### src/tmos_regs.svh
/*
 * register offsets, field positions and reset values of the pulse/sync timer
 * assumes: included by the timer core and its package users, no logic here
 */
`ifndef TMOS_REGS_SVH
`define TMOS_REGS_SVH

// ****************************************
// register word offsets
// ****************************************
`define TMOS_CTL_ADDR      6'h00
`define TMOS_MASTER_ADDR   6'h01
`define TMOS_SLAVE_ADDR    6'h02
`define TMOS_STATUS_ADDR   6'h03
`define TMOS_CHCTL_ADDR    6'h04
`define TMOS_COUNT_ADDR    6'h05
`define TMOS_PRESC_ADDR    6'h06
`define TMOS_RELOAD_ADDR   6'h07
`define TMOS_CMP0_ADDR     6'h08
`define TMOS_DMACFG_ADDR   6'h09
`define TMOS_DMABUF_ADDR   6'h0a
`define TMOS_DMAEV_ADDR    6'h0b

// ****************************************
// control fields
// ****************************************
`define TMOS_CTL_RUN       0
`define TMOS_CTL_ONESHOT   3
`define TMOS_CTL_HOLD      4

// ****************************************
// master, slave, status, channel and dma fields
// ****************************************
`define TMOS_MMS_ENABLE    3'h1
`define TMOS_MMS_UPDATE    3'h2
`define TMOS_MMS_CMP0      3'h4
`define TMOS_TRG_ITI1      3'h1
`define TMOS_TRG_CI0ED     3'h4
`define TMOS_SM_PAUSE      3'h5
`define TMOS_SM_EVENT      3'h6
`define TMOS_SM_EXTCLK1    3'h7
`define TMOS_SM_MSM        7
`define TMOS_ST_TRIG       6
`define TMOS_OC_PWM_MODE_FIRST       3'h6
`define TMOS_OC_PWM_MODE_SECOND       3'h7
`define TMOS_CH_FAST       2
`define TMOS_DMA_STEP      6'h01

// ****************************************
// reset values
// ****************************************
`define TMOS_RELOAD_RST    16'hffff
`define TMOS_ZERO16        16'h0000

`endif

### src/tmos_pkg.sv
/*
 * types of the pulse/sync timer
 * assumes: the offsets live in tmos_regs.svh
 */
package tmos_pkg;
    typedef enum logic [1:0] {DMA_IDLE, DMA_REQ, DMA_DONE} tmos_dma_t;
endpackage

### src/tmos_timer.sv
/*
 * one-shot timer with master/slave trigger logic, dma burst port and debug hold
 * assumes: single clock, register port with read data one cycle later,
 * dma controller keeps accessing the transfer buffer, one word per access, while the request stays high
 */
`timescale 1ns/10ps
`include "tmos_regs.svh"

module tmos_timer
(
    // clock and reset
    input  wire logic        clock,
    input  wire logic        sys_rst,
    // register port
    input  wire logic [5:0]  reg_addr,
    input  wire logic [15:0] reg_wdata,
    input  wire logic        reg_wr,
    input  wire logic        reg_rd,
    output logic      [15:0] reg_rdata,
    // triggers
    input  wire logic        iti1_in,
    input  wire logic        channel0_input,
    output logic             trigger_out,
    output logic             compare_reference_signal,
    // debug
    input  wire logic        cpu_halted,
    // dma
    output logic             dma_req,
    input  wire logic        dma_ack
);

    // ****************************************
    // registers
    // ****************************************
    logic [15:0] ctl, master, slave, status, chctl, count, presc, reload, cmp0, dmacfg;
    logic [15:0] next_ctl, next_master, next_slave, next_status, next_chctl;
    logic [15:0] next_count, next_presc, next_reload, next_cmp0, next_dmacfg;
    logic [15:0] pcnt, next_pcnt, rdata, next_rdata;
    logic        ci0_d, iti1_d, trg_d, msm_pend, ocref, trgout;
    logic        next_ci0_d, next_iti1_d, next_trg_d, next_msm_pend, next_ocref, next_trgout;
    tmos_pkg::tmos_dma_t dstate, next_dstate;
    logic [5:0]  doff, next_doff;

    // internal write port shared by cpu and dma buffer
    logic [5:0]  wa;
    logic        we;
    logic        trg_raw, trg_edge, trg_act, upd, tick, run, fast_ok, dma_ev;

    function automatic logic [5:0] map_addr(input logic [5:0] a, input logic [5:0] base,
                                            input logic [5:0] off);
        map_addr = (a == `TMOS_DMABUF_ADDR) ? base + off : a;
    endfunction

    // ****************************************
    // trigger selection and slave logic
    // ****************************************
    always_comb
    begin
        case (slave[6:4])
            `TMOS_TRG_ITI1:  trg_raw = iti1_in;
            `TMOS_TRG_CI0ED: trg_raw = channel0_input ^ ci0_d;
            default:         trg_raw = 1'b0;
        endcase
        trg_edge = (slave[6:4] == `TMOS_TRG_CI0ED) ? trg_raw : (trg_raw & ~iti1_d);
        trg_act  = slave[`TMOS_SM_MSM] ? msm_pend : trg_edge;
    end

    // ****************************************
    // counter
    // ****************************************
    always_comb
    begin
        we       = reg_wr;
        wa       = map_addr(reg_addr, dmacfg[5:0], doff);
        next_ctl = ctl;
        next_master = master;
        next_slave  = slave;
        next_chctl  = chctl;
        next_reload = reload;
        next_cmp0   = cmp0;
        next_dmacfg = dmacfg;
        next_status = status;
        next_count  = count;
        next_presc  = presc;
        next_pcnt   = pcnt;
        next_ocref  = ocref;
        next_ci0_d  = channel0_input;
        next_iti1_d = trg_raw;
        next_trg_d  = trg_act;
        next_msm_pend = slave[`TMOS_SM_MSM] & trg_edge;
        if (we)
        begin
            case (wa)
                `TMOS_CTL_ADDR:    next_ctl = reg_wdata;
                `TMOS_MASTER_ADDR: next_master = reg_wdata;
                `TMOS_SLAVE_ADDR:  next_slave = reg_wdata;
                `TMOS_STATUS_ADDR: next_status = status & reg_wdata;
                `TMOS_CHCTL_ADDR:  next_chctl = reg_wdata;
                `TMOS_COUNT_ADDR:  next_count = reg_wdata;
                `TMOS_PRESC_ADDR:  next_presc = reg_wdata;
                `TMOS_RELOAD_ADDR: next_reload = reg_wdata;
                `TMOS_CMP0_ADDR:   next_cmp0 = reg_wdata;
                `TMOS_DMACFG_ADDR: next_dmacfg = reg_wdata;
                default: ;
            endcase
        end
        run = ctl[`TMOS_CTL_RUN];
        // trigger start: one-shot or event mode sets run bit
        if (trg_act && (ctl[`TMOS_CTL_ONESHOT] || slave[2:0] == `TMOS_SM_EVENT))
            next_ctl[`TMOS_CTL_RUN] = 1'b1;
        if (trg_act && slave[2:0] != 3'h0)
            next_status[`TMOS_ST_TRIG] = 1'b1;
        fast_ok = trg_act && ctl[`TMOS_CTL_ONESHOT] && chctl[`TMOS_CH_FAST]
                  && (chctl[6:4] == `TMOS_OC_PWM_MODE_FIRST || chctl[6:4] == `TMOS_OC_PWM_MODE_SECOND);
        // prescaled clock, or trigger edges in external clock 1
        tick = 1'b0;
        if (run && !(cpu_halted && ctl[`TMOS_CTL_HOLD]))
        begin
            case (slave[2:0])
                `TMOS_SM_EXTCLK1: tick = trg_act;
                `TMOS_SM_PAUSE:   tick = trg_raw && (pcnt == presc);
                default:          tick = (pcnt == presc);
            endcase
            if (slave[2:0] != `TMOS_SM_EXTCLK1 &&
                (slave[2:0] != `TMOS_SM_PAUSE || trg_raw))
                next_pcnt = (pcnt == presc) ? 16'h0000 : pcnt + 16'h0001;
        end
        upd = tick && (count == reload);
        if (tick)
            next_count = upd ? `TMOS_ZERO16 : count + 16'h0001;
        if (upd && ctl[`TMOS_CTL_ONESHOT])
        begin
            next_ctl[`TMOS_CTL_RUN] = 1'b0;
            next_count = `TMOS_ZERO16;
            next_pcnt  = 16'h0000;
        end
        // compare reference: pwm mode 1 active below compare
        if (fast_ok)
            next_ocref = (chctl[6:4] == `TMOS_OC_PWM_MODE_FIRST) ? 1'b0 : 1'b1;
        else if (tick || we)
            next_ocref = (chctl[6:4] == `TMOS_OC_PWM_MODE_SECOND) ^ (next_count < cmp0);
        case (master[2:0])
            `TMOS_MMS_ENABLE: next_trgout = run;
            `TMOS_MMS_UPDATE: next_trgout = upd;
            `TMOS_MMS_CMP0:   next_trgout = ocref;
            default:          next_trgout = 1'b0;
        endcase
    end

    // ****************************************
    // dma burst
    // ****************************************
    always_comb
    begin
        dma_ev      = upd || (reg_wr && reg_addr == `TMOS_DMAEV_ADDR);
        next_dstate = dstate;
        next_doff   = doff;
        case (dstate)
            tmos_pkg::DMA_IDLE:
                if (dma_ev)
                begin
                    next_dstate = tmos_pkg::DMA_REQ;
                    next_doff   = 6'h00;
                end
            tmos_pkg::DMA_REQ:
                if (dma_ack)
                begin
                    if (doff == dmacfg[13:8])
                        next_dstate = tmos_pkg::DMA_DONE;
                    else
                        next_doff = doff + `TMOS_DMA_STEP;
                end
            tmos_pkg::DMA_DONE:
                next_dstate = tmos_pkg::DMA_IDLE;
            default:
                next_dstate = tmos_pkg::DMA_IDLE;
        endcase
        if (dma_ev && dstate != tmos_pkg::DMA_REQ)
        begin
            next_dstate = tmos_pkg::DMA_REQ;
            next_doff   = 6'h00;
        end
    end

    // ****************************************
    // read data
    // ****************************************
    always_comb
    begin
        next_rdata = 16'h0000;
        if (reg_rd)
        begin
            case (map_addr(reg_addr, dmacfg[5:0], doff))
                `TMOS_CTL_ADDR:    next_rdata = ctl;
                `TMOS_MASTER_ADDR: next_rdata = master;
                `TMOS_SLAVE_ADDR:  next_rdata = slave;
                `TMOS_STATUS_ADDR: next_rdata = status;
                `TMOS_CHCTL_ADDR:  next_rdata = chctl;
                `TMOS_COUNT_ADDR:  next_rdata = count;
                `TMOS_PRESC_ADDR:  next_rdata = presc;
                `TMOS_RELOAD_ADDR: next_rdata = reload;
                `TMOS_CMP0_ADDR:   next_rdata = cmp0;
                `TMOS_DMACFG_ADDR: next_rdata = dmacfg;
                default:           next_rdata = 16'h0000;
            endcase
        end
    end

    always_ff @(posedge clock or posedge sys_rst)
    begin
        if (sys_rst)
        begin
            ctl <= 16'h0000;
            master <= 16'h0000;
            slave <= 16'h0000;
            status <= 16'h0000;
            chctl <= 16'h0000;
            count <= `TMOS_ZERO16;
            presc <= 16'h0000;
            reload <= `TMOS_RELOAD_RST;
            cmp0 <= 16'h0000;
            dmacfg <= 16'h0000;
            pcnt <= 16'h0000;
            rdata <= 16'h0000;
            ci0_d <= 1'b0;
            iti1_d <= 1'b0;
            trg_d <= 1'b0;
            msm_pend <= 1'b0;
            ocref <= 1'b0;
            trgout <= 1'b0;
            dstate <= tmos_pkg::DMA_IDLE;
            doff <= 6'h00;
        end
        else
        begin
            ctl <= next_ctl;
            master <= next_master;
            slave <= next_slave;
            status <= next_status;
            chctl <= next_chctl;
            count <= next_count;
            presc <= next_presc;
            reload <= next_reload;
            cmp0 <= next_cmp0;
            dmacfg <= next_dmacfg;
            pcnt <= next_pcnt;
            rdata <= next_rdata;
            ci0_d <= next_ci0_d;
            iti1_d <= next_iti1_d;
            trg_d <= next_trg_d;
            msm_pend <= next_msm_pend;
            ocref <= next_ocref;
            trgout <= next_trgout;
            dstate <= next_dstate;
            doff <= next_doff;
        end
    end

    assign reg_rdata = rdata;
    assign trigger_out = trgout;
    assign compare_reference_signal = ocref;
    assign dma_req = (dstate == tmos_pkg::DMA_REQ);
endmodule
### config.mk
export PLATFORM = sky130hd
export DESIGN_NAME = tmos_timer
export DESIGN_NICKNAME = d
export VERILOG_FILES = /design/src/tmos_pkg.sv /design/src/tmos_timer.sv
export VERILOG_INCLUDE_DIRS = /design/src
export SDC_FILE = /design/constraint.sdc
export NUM_CORES = 1
export LEC_CHECK = 0
export BUFFER_PORTS_ARGS = -buffer_cell sky130_fd_sc_hd__buf_2
export CORE_UTILIZATION = 30
export CTS_BUF_LIST = sky130_fd_sc_hd__clkbuf_16
export CTS_CLUSTER_DIAMETER = 120
export DETAILED_ROUTE_END_ITERATION = 7
export SYNTH_ARGS = -nofsm -noshare
export SYNTH_HDL_FRONTEND = slang
export SYNTH_SLANG_ARGS = --single-unit
### constraint.sdc
create_clock -name clock -period 7.75 [get_ports clock]
set_clock_uncertainty 0.15 [all_clocks]
set_input_delay 0.3875 -clock clock [delete_from_list [all_inputs] [get_ports clock]]
set_output_delay 0.3875 -clock clock [all_outputs]
set_load 0.05 [all_outputs]
==> results of run 1 <==
-- worst paths after layout --
| path | slack (ns) | endpoint | from | cells after the start |
|---|---|---|---|---|
| worst max-delay path | 2.16 | compare_reference_signal$_DFFE_PP0P_ | doff[0]$_DFFE_PP0P_ | 20 |
| worst min register to register | 0.33 | status[11]$_DFFE_PP0P_ | status[11]$_DFFE_PP0P_ | 1 |
| max in group asynchronous | 5.38 | dmacfg[11]$_DFFE_PP0P_ | sys_rst | 4 |
| worst min-delay path | 0.08 | ctl[3]$_DFFE_PP0P_ | reg_wdata[3] | 3 |
| worst max register to register | 2.16 | compare_reference_signal$_DFFE_PP0P_ | doff[0]$_DFFE_PP0P_ | 20 |
| min in group asynchronous | 0.41 | ci0_d$_DFF_PP0_ | sys_rst | 3 |
-- cells in the final DEF, fill, tap and decap left out, types with 18 or more instances in the layout --
cell and count:
clkbuf_16 24, buf_2 48, a222oi_1 27, nor2_1 27, inv_1 30, xor2_1 44, ha_1 23, o21ai_0 70
nand2_1 53, dfrtp_1 189, mux2_4 18, mux2_2 92, a22oi_1 22
-- worst reg2reg max path: cells and delay by family (launching register included) --
kind            cells  cell delay [ns]
compound gates      9             2.08
xor+xnor            1             0.16
fa+ha+maj           3             0.95
flops               1             0.43
mux                 1             0.26
simple gates        6             1.44
-- layout make-up --
cell class	count	area (um2)
fill	3406	22100
sequential	205	5150
multi-input combinational	620	4930
clock buffer	24	601
tap	448	561
timing repair buffer	56	308
clock inverter	20	100
inverter	22	90.1
antenna	1	2.50
-- power groups by stage --
stage	sequential (uW)	combinational [uW]	clock [uW]
5_1_grt	1430	640	1080
4_1_cts	1400	572	1040
6_report	1410	570	1020
3_5_place_dp	1420	566	0
2_1_floorplan	1370	424	0
3_3_place_gp	1420	555	0
-- layer usage --
layer / share of wire [%] / track usage [%] / vias up
met1: 45 / 22.9 / 3870
li1: - / - / 3461
met2: 47 / 27.9 / 209
met3: 5.4 / 2.57 / 46
met5: 0 / 0 / -
met4: 2.3 / 4.78 / 0
-- cells by family after synthesis --
family          count (synthesis)  share of synthesized area, %
compound gates                240                          16.5
flops                         205                          49.4
simple gates                  196                          11.0
mux                           114                          12.9
buf+inv                        74                          3.40
xor+xnor                       46                          3.86
fa+ha+maj                      24                          2.95
-- registers in the layout, summed over array words and instances, names as in the netlist --
register and count:
presc 16, doff 6, ctl 16, pcnt 16, dmacfg 16, trigger_out 1, chctl 16, count 16
slave 16, status 16, reload 16, iti1_d 1, msm_pend 1, compare_reference_signal 1, reg_rdata 16, dstate 2
master 16, cmp0 16, ci0_d 1
-- timing repair --
action,4_1_cts,5_1_grt
endpoints found under the hold margin,112,0
hold buffers,3,0
endpoints found under the setup margin,0,0
-- metrics by stage --
stage                     setup WS (ns)  util [%]
after floorplan                    1.64         -
after global placement             2.33      32.5
after detailed placement           2.20      32.5
after CTS                          2.16      34.7
after global routing               1.66      34.7
final                              2.16      34.7
==> metrics.md, run 1 <==
| Metric | Value |
|---|---|
| Status | `finished with violations` |
| Violated checks | `design-rule violations` |
| Std-Cell Core Area | `33900 um2` |
| Layout Cell Area excl Fill | `11700 um2` |
| Fin. Hold Viols | `0` |
| Fin cells | `1396` |
| Top area cells in the synthesized netlist | `dfrtp_1, mux2_2, dfstp_2` |
| CTS Buf Count | `24` |
| GP Congestion | `0.856` |
| Share of layout cells above drive strength 1 | `24.9%` |
| CTS Buffer Depth | `3` |
| Post-cts sizing count | `0` |
| Critical path's top delay family | `compound AO/OA/AOI/OAI gates` |
| Gr ovfl total | `0` |
| CTS root buffer | `clkbuf_16` |
| MaxCap Viol Count | `0` |
| GRT Resource Usage Total | `16.9%` |
| Critical path buffers and inverters | `0` |
| Clock slew at the register clock pins of the worst setup and hold paths | `0.06 ns` |
| H-tree depth | `1` |
| Worst Path Class, Setup | `reg -> reg` |
| Final Net Count | `983` |
| Main synth FF type | `dfrtp_1` |
| First-pass GRT wire length | `46800 um` |
| Initial DRC Count | `546` |
| Die Span Y | `188 um` |
| Post-DR wirelength/cell | `21.4 um` |
| Slowest stage delay, CP | `0.46 ns` |
| Count of distinct cell types in the synthesized netlist | `78` |
| Top cells by count, synth | `dfrtp_1, mux2_2, o21ai_0` |
| Min Tclk post-route | `5.59 ns` |
| Crit Path Max Fanout | `14` |
| Setup Total Neg Slack | `0 ns` |
| Largest area contributor in the netlist | `dfrtp_1` |
| Switching share of power | `31.8%` |
| Largest net degree at the start of global routing | `126` |
| Ys async rst share | `100%` |
| Via count of the routed design | `7586` |
| Final ANT Viol Nets | `0` |
| Crit path top cell by count | `o21ai_0` |
| Fmax | `179 MHz` |
| Synth top area share | `45.4%` |
| DRC | `1` |
| Worst-Skew Late Latency | `0.54 ns` |
| Crit-path cells | `ha_1, fa_1, and3_1, or3_1, a311oi_1, nand4_2, nand2b_4, o21ai_2, o21ai_0, a221o_1, ha_1, a21o_1, a21oi_1, o21ai_0, nor4b_1, o21ai_0, nor3_1, o21ai_0, xor2_1, mux2_2` |
| CP max-delay cell | `o21ai_2` |
| Comb pwr share | `19.1%` |
| Wirelength, routed | `29800 um` |
| Area of the die | `35500 um2` |
| RSZ-0062 raised after global routing | `no` |
| Initial Util | `30.8%` |
| Hold_ws | `0.0821 ns` |
| Post-synthesis cell count | `899` |
| Syn Nets | `953` |
| Die width | `188 um` |
| Startpoint type of the worst setup path | `flip-flop` |
| Final Cycle Share | `72.1%` |
| Num rows | `67` |
| Synthesized area | `10400 um2` |
| Initial antenna violation count | `0` |
| Endpoint class of the critical path | `flip-flop` |
| Pleak | `0.00539 uW` |
| Seq cells post-synth | `205` |
| Vias per std cell | `5.43` |
| Post-DP Area | `11000 um2` |
| Syn Area/Cell | `11.6 um2` |
| Sink Count | `205` |
| Clk pwr share | `34.0%` |
| Tot Pwr | `2990 uW` |
| Port Buffers | `48` |
| Post-detail-place hpwl | `20500 um` |
| Most common cell in the netlist | `dfrtp_1` |
| NetSw | `952 uW` |
| CTS tree | `done` |
| Worst slew margin | `20.9%` |
| Post-synth EDFFs | `0` |
| WP data arrival | `5.84 ns` |
| Min-Delay Path Class | `in -> reg` |
| Reg power frac | `47.0%` |
| Fin. max-slew vios | `0` |
| Internal power | `2040 uW` |
| Data required time at the worst endpoint | `8.00 ns` |
| Placed insts | `1348` |
| Final setup viols | `0` |
| Worst vdd ir | `0.146 mV` |
| Register area share after synthesis | `49.4%` |
| Synth Warn # | `0` |
| Area grow syn2layout | `12.6%` |
| DR pass1 iterations | `8` |
| Post-CTS setup buffer count | `0` |
| Slew @ Worst Pin | `1.18 ns` |
| Vias in the first global route | `7639` |
| Power Density | `255 nW/um2` |
| I/O pins | `49` |
No activity file was read; power rests on OpenSTA's default activity.
==> inputs of run 2 (changes only) <==
==> constraint.sdc (replaced) <==
create_clock -name clock -period 5.67 [get_ports clock]
set_clock_uncertainty 0.15 [all_clocks]
set_input_delay 0.2835 -clock clock [delete_from_list [all_inputs] [get_ports clock]]
set_output_delay 0.2835 -clock clock [all_outputs]
set_load 0.05 [all_outputs]
==> metrics.md, run 2 (synthesis gave the netlist of run 1 again) <==
| Metric | Value |
|---|---|
| CTS Buffer Depth | `3` |
| Final Cycle Share | `92.5%` |
| Hold Path End | `cmp0[8]$_DFFE_PP0P_` |
| Fin. max-slew vios | `0` |
| CTS tree | `done` |
| Num rows | `67` |
| CTS Buf Count | `24` |
| Most frequent cells in the layout | `dfrtp_1, mux2_2, o21ai_0, nand2_1, buf_2` |
| Worst R2R Start | `doff[0]$_DFFE_PP0P_` |
| Startpoint type of the worst setup path | `flip-flop` |
| Final ANT Viol Nets | `0` |
| Crit-path cells | `ha_1, fa_1, and3_1, or3_1, a311oi_2, nand4_2, nand2b_4, o21ai_2, o21ai_0, a221o_1, ha_1, a21o_1, a21oi_1, o21ai_0, nor4b_1, o21ai_0, nor3_1, o21ai_0, xor2_1, mux2_2` |
| Initial DRC Count | `780` |
| Slew @ Worst Pin | `0.823 ns` |
| Tot Pwr | `4430 uW` |
| NetSw | `1320 uW` |
| Crit Path Max Fanout | `8` |
| Area grow syn2layout | `15.6%` |
| Std-Cell Core Area | `33900 um2` |
| Vias per std cell | `5.47` |
| Slowest stage delay, CP | `0.44 ns` |
| Area of the die | `35500 um2` |
| Reg power frac | `43.4%` |
| Layout Cell Area excl Fill | `12100 um2` |
| Clock slew at the register clock pins of the worst setup and hold paths | `0.06 ns` |
| Sink Count | `205` |
| Fmax | `191 MHz` |
| Data required time at the worst endpoint | `5.92 ns` |
| Min-Delay Path Class | `in -> reg` |
| Gr ovfl total | `0` |
| I/O pins | `49` |
| Via count of the routed design | `7708` |
| Initial antenna violation count | `0` |
| Die width | `188 um` |
| R2R depth | `20` |
| Endpoint class of the critical path | `flip-flop` |
| Worst hold start | `reg_wdata[8]` |
| Crit path depth | `20` |
| CTS root buffer | `clkbuf_16` |
| Critical path's top delay family | `compound AO/OA/AOI/OAI gates` |
| Setup Total Neg Slack | `0 ns` |
| Post-DP Area | `11100 um2` |
| Die Span Y | `188 um` |
| Share of layout cells above drive strength 1 | `26.7%` |
| Wirelength, routed | `29900 um` |
| WP data arrival | `5.50 ns` |
| CP max-delay cell | `dfrtp_1` |
| Crit path top cell by count | `o21ai_0` |
| Port Buffers | `48` |
| Hold_ws | `0.0110 ns` |
| Worst Path Class, Setup | `reg -> reg` |
| Critical path buffers and inverters | `0` |
| GP Congestion | `0.886` |
| Worst Hold Depth | `3` |
| Initial Util | `30.8%` |
| Post-detail-place hpwl | `20600 um` |
| Status | `complete, no violations` |
| Final Net Count | `998` |
| Post-DR wirelength/cell | `21.2 um` |
| Worst slew margin | `45.0%` |
| # diodes | `0` |
| Worst vdd ir | `0.192 mV` |
| DRC | `0` |
| H-tree depth | `1` |
| Largest net degree at the start of global routing | `124` |
| Min Tclk post-route | `5.25 ns` |
| Worst reg2reg setup slack | `0.42 ns` |
| DR pass1 iterations | `6` |
| Fin. Hold Viols | `0` |
| Pleak | `0.00553 uW` |
| Power Density | `367 nW/um2` |
| MaxCap Viol Count | `0` |
| Switching share of power | `29.9%` |
| Fin cells | `1410` |
| Vias in the first global route | `7872` |
| Comb pwr share | `17.9%` |
| First-pass GRT wire length | `47300 um` |
| Most common cell after layout, fill and taps aside | `dfrtp_1` |
| GRT Resource Usage Total | `17.0%` |
| Clk pwr share | `38.7%` |
| Post-CTS setup buffer count | `0` |
| Final setup viols | `0` |
| Worst-Skew Late Latency | `0.52 ns` |
| FF-to-FF End | `compare_reference_signal$_DFFE_PP0P_` |
| Internal power | `3100 uW` |
| RSZ-0062 raised after global routing | `no` |
| Placed insts | `1357` |
-- run 2: layout make-up --
class	count	area [um2]
multi-input cells	620	4940
clock inverters	19	251
well taps	448	561
flip-flops and latches	205	5150
fillers	3355	21800
inverters	22	86.3
clock buffers	25	626
repair buffers	71	448
-- run 2: worst max-delay path by stage --
stage,start,end
after detailed placement,doff[0]$_DFFE_PP0P_,compare_reference_signal$_DFFE_PP0P_
after floorplan,doff[0]$_DFFE_PP0P_,compare_reference_signal$_DFFE_PP0P_
after global placement,doff[0]$_DFFE_PP0P_,compare_reference_signal$_DFFE_PP0P_
after CTS,doff[0]$_DFFE_PP0P_,compare_reference_signal$_DFFE_PP0P_
after global routing,doff[0]$_DFFE_PP0P_,compare_reference_signal$_DFFE_PP0P_
final,doff[0]$_DFFE_PP0P_,compare_reference_signal$_DFFE_PP0P_
-- run 2: timing repair --
item / in CTS / in global routing
gates resized for setup: 0 / 1
endpoints found under the setup margin: 0 / 1
endpoints found under the hold margin: 28 / 0
hold buffers: 9 / 0
-- run 2: metrics by stage --
step	worst slack (ns)	util, %
after floorplan	0.723	-
after global placement	0.450	32.7
after detailed placement	0.372	32.7
after CTS	0.342	35.6
after global routing	0.0504	35.6
final	0.425	35.6
-- run 2: worst reg2reg max path, cell delays in order (launching register included) --
cell and delay, ns:
dfrtp_1 0.44, ha_1 0.24, fa_1 0.42, and3_1 0.21, or3_1 0.32, a311oi_2 0.30, nand4_2 0.21, nand2b_4 0.25
o21ai_2 0.31, o21ai_0 0.14, a221o_1 0.33, ha_1 0.29, a21o_1 0.18, a21oi_1 0.13, o21ai_0 0.12, nor4b_1 0.27
o21ai_0 0.13, nor3_1 0.14, o21ai_0 0.13, xor2_1 0.16, mux2_2 0.26
-- run 2: layer usage --
layer | part of all wire, % | track usage (%)
met1 | 46 | 23.8
met2 | 47 | 27.1
met3 | 5.2 | 2.31
met4 | 2.4 | 5.09
met5 | 0 | 0
-- run 2: power groups by stage --
stage	sequential (uW)	combinational [uW]	clock (uW)
after CTS	1920	791	1740
final	1920	791	1710
after detailed placement	1940	780	0
after floorplan	1870	580	0
after global routing	1950	881	1810
after global placement	1940	765	0
